<file path="config.mk">
export PLATFORM = sky130hd
export DESIGN_NAME = oag_addr_gen
export DESIGN_NICKNAME = d
export VERILOG_FILES = /design/src/verilog/oag_pkg.sv /design/src/verilog/oag_addr_gen.sv
export VERILOG_INCLUDE_DIRS = /design/src /design/src/verilog
export SDC_FILE = /design/constraint.sdc
export NUM_CORES = 1
export LEC_CHECK = 0
export ABC_AREA = 1
export BUFFER_PORTS_ARGS = -buffer_cell sky130_fd_sc_hd__buf_2
export CAP_MARGIN = 20
export CELL_PAD_IN_SITES_DETAIL_PLACEMENT = 0
export CELL_PAD_IN_SITES_GLOBAL_PLACEMENT = 1
export CORE_MARGIN = 5
export CORE_UTILIZATION = 31
export DETAILED_ROUTE_END_ITERATION = 12
export PLACE_DENSITY = 0.91
export SYNTH_ARGS = -nofsm -noshare
export SYNTH_HDL_FRONTEND = slang
export SYNTH_SLANG_ARGS = --single-unit
</file>
<file path="constraint.sdc">
create_clock -name clk -period 2.43 [get_ports clk]
set_input_delay 0 -clock clk [delete_from_list [all_inputs] [get_ports clk]]
set_output_delay 0 -clock clk [all_outputs]
set_load 0.05 [all_outputs]
</file>
<file path="src/verilog/oag_regs.svh">
/*
 Constants for the operand address generator: mode codes, space codes,
 register selects, size and length limits.
 Assumes inclusion by bare name from the package and the design file.
*/
`ifndef OAG_REGS_SVH
`define OAG_REGS_SVH
`define OAG_MODE_DIRECT 3'h0
`define OAG_MODE_TABLE 3'h1
`define OAG_MODE_SHORT 3'h2
`define OAG_MODE_COUNTER 3'h3
`define OAG_MODE_STACK 3'h4
`define OAG_MODE_PAIR 3'h5
`define OAG_SPACE_DATA 2'h0
`define OAG_SPACE_IO 2'h1
`define OAG_SPACE_PROG 2'h2
`define OAG_SEL_PRIMARY 2'h0
`define OAG_SEL_INDEX_ONE 2'h1
`define OAG_SEL_INDEX_TWO 2'h2
`define OAG_BLOCK_MAX_LEN 17'h10000
`define OAG_EXT_MAX_LEN 5'h10
`define OAG_SIGN_BIT 7
`endif

</file>
<file path="src/verilog/oag_pkg.sv">
/*
 Types of the operand address generator.
 Assumes the constants header is on the include path.
*/
`default_nettype none
`include "oag_regs.svh"
package oag_pkg;
   typedef enum logic [2:0]
   {
      OAG_DIRECT = 3'h0,
      OAG_TABLE = 3'h1,
      OAG_SHORT = 3'h2,
      OAG_COUNTER = 3'h3,
      OAG_STACK = 3'h4,
      OAG_PAIR = 3'h5
   } oag_mode_t;
   typedef enum logic [1:0]
   {
      OAG_SP_DATA = 2'h0,
      OAG_SP_IO = 2'h1,
      OAG_SP_PROG = 2'h2
   } oag_space_t;
   typedef struct packed
   {
      oag_mode_t mode;
      logic is_io;
      logic is_jump;
      logic is_ext;
      logic word_disp;
      logic word_size;
      logic [1:0] base_sel;
      logic [1:0] add_sel;
      logic [15:0] addr_field;
      logic [15:0] disp;
   } oag_req_t;
   typedef struct packed
   {
      logic [15:0] primary_pointer_pair;
      logic [15:0] index_register_one;
      logic [15:0] index_register_two;
      logic [15:0] sys_sp;
      logic [15:0] usr_sp;
      logic [15:0] next_pc;
      logic [15:0] template_pc;
      logic user_mode;
   } oag_regs_t;
   typedef struct packed
   {
      logic [15:0] addr;
      oag_space_t space;
      logic word_size;
      logic load_pc;
   } oag_ans_t;
endpackage
`default_nettype wire

</file>
<file path="src/verilog/oag_addr_gen.sv">
/*
 Operand effective-address generator: takes a decoded request and the
 pointer registers, answers one cycle later with a logical address, its
 space, the access size and whether it is a program-counter load.
 Assumes decode holds req_valid for one cycle per request and that memory
 management translation, when enabled, sits downstream of addr.
*/
// How it works
// RL1: Direct mode: instruction address, I/O or data
// RL2: Direct jump or call loads address into counter
// RL3: Table mode adds field to selected register
// RL4: Table mode operands live in data memory
// RL5: Short mode sign-extends byte, adds index register
// RL6: Short mode operands live in data memory
// RL7: Counter mode adds displacement to next address
// RL8: Extended instructions use template address as base
// RL9: Counter mode operands live in program memory
// RL10: Counter mode control transfers load the sum
// RL11: Stack mode adds word displacement to pointer
// RL12: User/system bit picks the stack pointer
// RL13: Pair mode sums two pointer registers, data space
// RL14: Addresses count bytes, the smallest unit
// RL15: I/O accesses may be byte or word
// RL16: Bit number is a byte-local index
// RL17: Decimal digits packed two per byte
// RL18: Block lengths up to the maximum byte count
// RL19: Block I/O moves bytes or words
// RL20: Extended transfers hold at most sixteen bytes
// RL21: Output is logical; translation happens downstream
// RL22: Sums wrap at sixteen bits
`default_nettype none
`include "oag_regs.svh"
module oag_addr_gen
   import oag_pkg::*;
(
   input wire logic clk,
   input wire logic srst,
   input wire logic ce,
   input wire logic req_valid,
   input wire oag_req_t req,
   input wire oag_regs_t regs,
   input wire logic [16:0] block_len,
   input wire logic [4:0] ext_len,
   input wire logic [2:0] bit_num,
   input wire logic [7:0] bcd_byte,
   output logic ans_valid,
   output oag_ans_t ans,
   output logic len_ok,
   output logic [7:0] bit_mask,
   output logic [3:0] bcd_hi,
   output logic [3:0] bcd_lo
);
   logic valid_ff, nxt_valid;
   oag_ans_t ans_ff, nxt_ans;
   logic len_ok_ff, nxt_len_ok;
   logic [7:0] mask_ff, nxt_mask;
   logic [7:0] bcd_ff, nxt_bcd;
   logic [15:0] sel_base, sel_add, sext8, pc_base, pc_disp, stk;

   function automatic logic [15:0] pick(input logic [1:0] s, input oag_regs_t r);
      logic [15:0] v;
      v = r.primary_pointer_pair;
      if (s == `OAG_SEL_INDEX_ONE)
      begin
         v = r.index_register_one;
      end
      else if (s == `OAG_SEL_INDEX_TWO)
      begin
         v = r.index_register_two;
      end
      return v;
   endfunction

   always_comb
   begin
      sel_base = pick(req.base_sel, regs);
      sel_add = pick(req.add_sel, regs);
      sext8 = {{8{req.disp[`OAG_SIGN_BIT]}}, req.disp[7:0]}; // [RL5]
      pc_base = req.is_ext ? regs.template_pc : regs.next_pc; // [RL7] [RL8]
      pc_disp = req.word_disp ? req.disp : sext8; // [RL7]
      stk = regs.user_mode ? regs.usr_sp : regs.sys_sp; // [RL12]
      nxt_valid = valid_ff;
      nxt_ans = ans_ff;
      nxt_len_ok = len_ok_ff;
      nxt_mask = mask_ff;
      nxt_bcd = bcd_ff;
      if (req_valid)
      begin
         nxt_valid = 1'b1;
         nxt_ans.word_size = req.word_size; // [RL15] [RL19]
         nxt_ans.load_pc = 1'b0;
         nxt_ans.space = OAG_SP_DATA;
         // Address is logical and byte granular; 16-bit sums drop the carry
         unique case (req.mode)
            OAG_DIRECT:
            begin
               nxt_ans.addr = req.addr_field; // [RL1] [RL14] [RL21]
               nxt_ans.space = req.is_io ? OAG_SP_IO : OAG_SP_DATA; // [RL1]
               nxt_ans.load_pc = req.is_jump; // [RL2]
            end
            OAG_TABLE:
            begin
               nxt_ans.addr = 16'(req.addr_field + sel_base); // [RL3] [RL22]
               nxt_ans.space = OAG_SP_DATA; // [RL4]
            end
            OAG_SHORT:
            begin
               // Primary pair is not a legal base here; it falls to index one
               nxt_ans.addr = 16'(((req.base_sel == `OAG_SEL_INDEX_TWO) ?
                  regs.index_register_two : regs.index_register_one) + sext8); // [RL5]
               nxt_ans.space = OAG_SP_DATA; // [RL6]
            end
            OAG_COUNTER:
            begin
               nxt_ans.addr = 16'(pc_base + pc_disp); // [RL7] [RL22]
               nxt_ans.space = OAG_SP_PROG; // [RL9]
               nxt_ans.load_pc = req.is_jump; // [RL10]
            end
            OAG_STACK:
            begin
               nxt_ans.addr = 16'(stk + req.disp); // [RL11] [RL22]
               nxt_ans.space = OAG_SP_DATA; // [RL11]
            end
            OAG_PAIR:
            begin
               nxt_ans.addr = 16'(sel_base + sel_add); // [RL13] [RL22]
               nxt_ans.space = OAG_SP_DATA; // [RL13]
            end
            default:
            begin
               nxt_ans.addr = req.addr_field;
            end
         endcase
      end
      else
      begin
         nxt_valid = 1'b0;
      end
      nxt_len_ok = (block_len != 17'h00000) && (block_len <= `OAG_BLOCK_MAX_LEN) &&
         (ext_len <= `OAG_EXT_MAX_LEN); // [RL18] [RL20]
      nxt_mask = 8'(8'h01 << bit_num); // [RL16]
      nxt_bcd = bcd_byte; // [RL17]
   end

   always_ff @(posedge clk)
   begin
      if (srst)
      begin
         valid_ff <= 1'b0;
         ans_ff <= '0;
         len_ok_ff <= 1'b0;
         mask_ff <= 8'h00;
         bcd_ff <= 8'h00;
      end
      else if (ce)
      begin
         valid_ff <= nxt_valid;
         ans_ff <= nxt_ans;
         len_ok_ff <= nxt_len_ok;
         mask_ff <= nxt_mask;
         bcd_ff <= nxt_bcd;
      end
   end

   assign ans_valid = valid_ff;
   assign ans = ans_ff;
   assign len_ok = len_ok_ff;
   assign bit_mask = mask_ff;
   assign bcd_hi = bcd_ff[7:4];
   assign bcd_lo = bcd_ff[3:0];
endmodule
`default_nettype wire

</file>
==> flow_summary.ini <==
[final_layout]
area_growth_pct = 39.4
multi_input_area_mm2 = 0.00535
regArea_um2 = 761
design_area_mm2 = 0.00920
fillerInstances = 2272
drive_gt1_frac = 0.291
final_util = 0.437
finish.net_count = 1734

[detailed_routing]
top_layer_used = met4
met1Wirelength_um = 12100
wl_per_cell_um = 15.3
wl_met2_um = 12300
route.detailed.drc = 0
wl_um = 26800
drt_iter0_drc = 627
dr_wl_met3_um = 1670
ant_nets = 0
firstDrtPassIters = 5
via_count = 8645
routed_via_density = 4.93

[sta]
min_period_over_period = 0.929
setup_viol = 0
rsz0062_at_grt = true
final_hold_viol_count = 0
clock.fmax_ghz = 0.443
final.setup_skew_ps = 0
tightestPinTransition_ps = 734
max-slew-margin-rel = 0.510
setup_ws_ps = 173
holdWs_ps = 13.3
fin_crit_ps = 2260
maxSlewViolCount = 0

[die]
io_pins = 232
die_h_um = 156
die_width_um = 156
core-area_mm2 = 0.0210
num_rows = 53
start_util = 0.314
die-area_mm2 = 0.0243

[power]
cellPowerDensity_mw_per_mm2 = 393
vdd_drop_max_mv = 0.285
p_total_mw = 3.61
p_leak_nw = 4.98

[synthesis]
ys_ff_latch = 38
synth_area_mm2 = 0.00660
synth_cells = 1157
ys_seq_area_frac = 0.115
syn_avg_cell_area_um2 = 5.70
synth_nets = 1415
synth.distinct_cells = 46
ys_warn_count = 0

[setup_path]
startpoint_type = primary input
crit_fanout = 18
endpoint_kind = register
crit_arrival_ps = 2470
cp_data_required_time_ps = 2640
worst-setup-path-type = in2reg

[global_route]
grt-ovfl-total = 0
grt_pass1_wl_um = 41500
grt_start_max_net_pins = 25
grt_pass1_vias = 8142
grtUsageTotal = 0.209
antenna_found_initial = 1

[placed_design]
routabilityCongestion = 0.926
numPortBuffers = 231
preCtsSetupSlack_ps = -390
hpwl_um = 23100
postPlaceCellArea_mm2 = 0.00878

[clock_tree]
cts_root_buffer = clkbuf_16
clkLatencyLatePin_ps = 270
cts_made_buffers = 5
clkTransAtPathRegs_ps = 60
cts.sink_count = 38
cts_tree = done
cts_buffer_depth = 2
htreeDepth = 2

[flow_run]
drv_cap = 0

[status]
status = completed

[worst_hold_path]
min_path_type = in2reg
==> cell type report <==
type	count	area share
Antenna cell	1	0.000272
Clock buffer	7	0.0155
Clock inverter	1	0.000544
Inverter	137	0.0559
Multi-Input combinational cell	951	0.582
Sequential cell	38	0.0827
Tap cell	275	0.0374
Timing Repair Buffer	343	0.225
==> metal layers <==
| layer | up-vias | track usage |
|---|---|---|
| li1 | 4505 | - |
| met1 | 3807 | 0.289 |
| met2 | 297 | 0.352 |
| met3 | 36 | 0.0205 |
| met4 | 0 | 0.0479 |
| met5 | - | 0 |
==> logic make-up after synthesis <==
logic type / share of synthesized area
fa+ha+maj: 0.126
mux: 0.0633
xor+xnor: 0.00398
compound gates: 0.188
flops: 0.115
simple gates: 0.406
buf+inv: 0.0975
==> through the flow <==
stage	cells	setup TNS (ps)
4_1_cts	1750	0
3_3_place_gp	1733	-1620
3_5_place_dp	1733	-2240
6_report	1753	0
2_1_floorplan	1157	0
5_1_grt	1753	-56.1
==> cells in the mapped netlist, drive strengths merged <==
master	instances	area share
o21a	3	0.0034
buf	13	0.0093
mux2i	8	0.012
o221a	1	0.0017
ha	60	0.11
clkbuf	18	0.010
o211ai	17	0.019
nand3b	15	0.017
nor3b	1	0.0019
dfxtp	38	0.12
clkinv	1	0.00057
and2	5	0.0047
a21boi	5	0.0057
mux2	30	0.051
o22ai	10	0.0095
nor4	5	0.0047
o221ai	1	0.0013
nand4	11	0.010
a22o	2	0.0027
and3	1	0.00095
a21oi	91	0.069
o21ai	70	0.053
o41ai	1	0.0013
nand2	343	0.20
a211oi	1	0.0011
fa	4	0.012
o21bai	11	0.013
nand3	101	0.077
o31ai	1	0.0011
inv	136	0.077
nor3	11	0.0091
nor2	121	0.073
or2	12	0.011
xor2	3	0.0040
a22oi	1	0.0011
a31oi	4	0.0038
a221oi	1	0.0013
==> final timing paths <==
| check | from | end | slack (ps) | depth (start not counted) |
|---|---|---|---|---|
| hold / removal | req[36] | ans[1]$_SDFFE_PP0P_ | 10 | 3 |
| setup / recovery | req[32] | ans[9]$_SDFFE_PP0P_ | 170 | 17 |
| hold reg to reg | bit_mask[1]$_SDFFE_PP0P_ | bit_mask[1]$_SDFFE_PP0P_ | 460 | 2 |
| setup reg to reg | ans[5]$_SDFFE_PP0P_ | ans[5]$_SDFFE_PP0P_ | 1730 | 2 |
==> flip-flops by register name, summed over array words and instances (netlist names) <==
signal	count
ans_valid	1
bit_mask	8
bcd_ff	8
ans	20
len_ok	1
==> report_power, final <==
part | switching [mW] | internal, mW
clock network | 0.238 | 0.406
registers | 0.0184 | 0.659
logic | 1.34 | 0.952
total | 1.60 | 2.02
==> what timing repair did <==
item	CTS	global route
pin swaps	0	9
setup endpoints to repair	3	13
resized for setup	3	44
hold buffers	9	0
endpoints found under the hold margin	9	0
buffers inserted	0	2
==> cell usage in the layout (no fill, tap or decap), types with 3 or more instances in the layout <==
cell type / Yosys / routed
nor3_1: 10 / 6
nor3_2: 1 / 5
o22ai_1: 10 / 9
buf_12: 0 / 4
a21oi_2: 0 / 8
buf_2: 7 / 230
nand4_1: 11 / 11
ha_4: 0 / 3
o21a_1: 3 / 3
clkbuf_16: 0 / 5
a21boi_0: 5 / 4
buf_4: 1 / 99
nand3b_1: 15 / 15
a31oi_1: 4 / 4
o211ai_1: 17 / 17
nor2_1: 116 / 112
nand2_1: 343 / 338
nor2_4: 3 / 3
inv_2: 5 / 5
dfxtp_1: 38 / 38
nor2_2: 2 / 6
and2_1: 5 / 5
nor4_1: 5 / 5
o21ai_1: 2 / 8
mux2_2: 30 / 30
mux2i_1: 8 / 8
a21oi_1: 91 / 82
or2_2: 11 / 11
o21ai_2: 0 / 3
ha_1: 60 / 56
xor2_1: 3 / 3
nand2_2: 0 / 4
o21ai_0: 68 / 59
nand3_1: 100 / 99
inv_1: 131 / 131
o21bai_1: 11 / 10
dlygate4sd3_1: 0 / 9
==> worst max-delay path, cell delays in order <==
cell and delay (ps):
buf_2 100, buf_4 120, nand2_1 100, buf_12 160, nand2_1 60, o211ai_1 100
nand2_1 80, ha_1 310, or2_2 310, nand3_1 90, nand2_1 100, a21boi_0 230
o21ai_2 110, buf_4 140, nand4_1 170, o21ai_1 120, a21oi_1 150
Power figures use the tool's default switching activity.
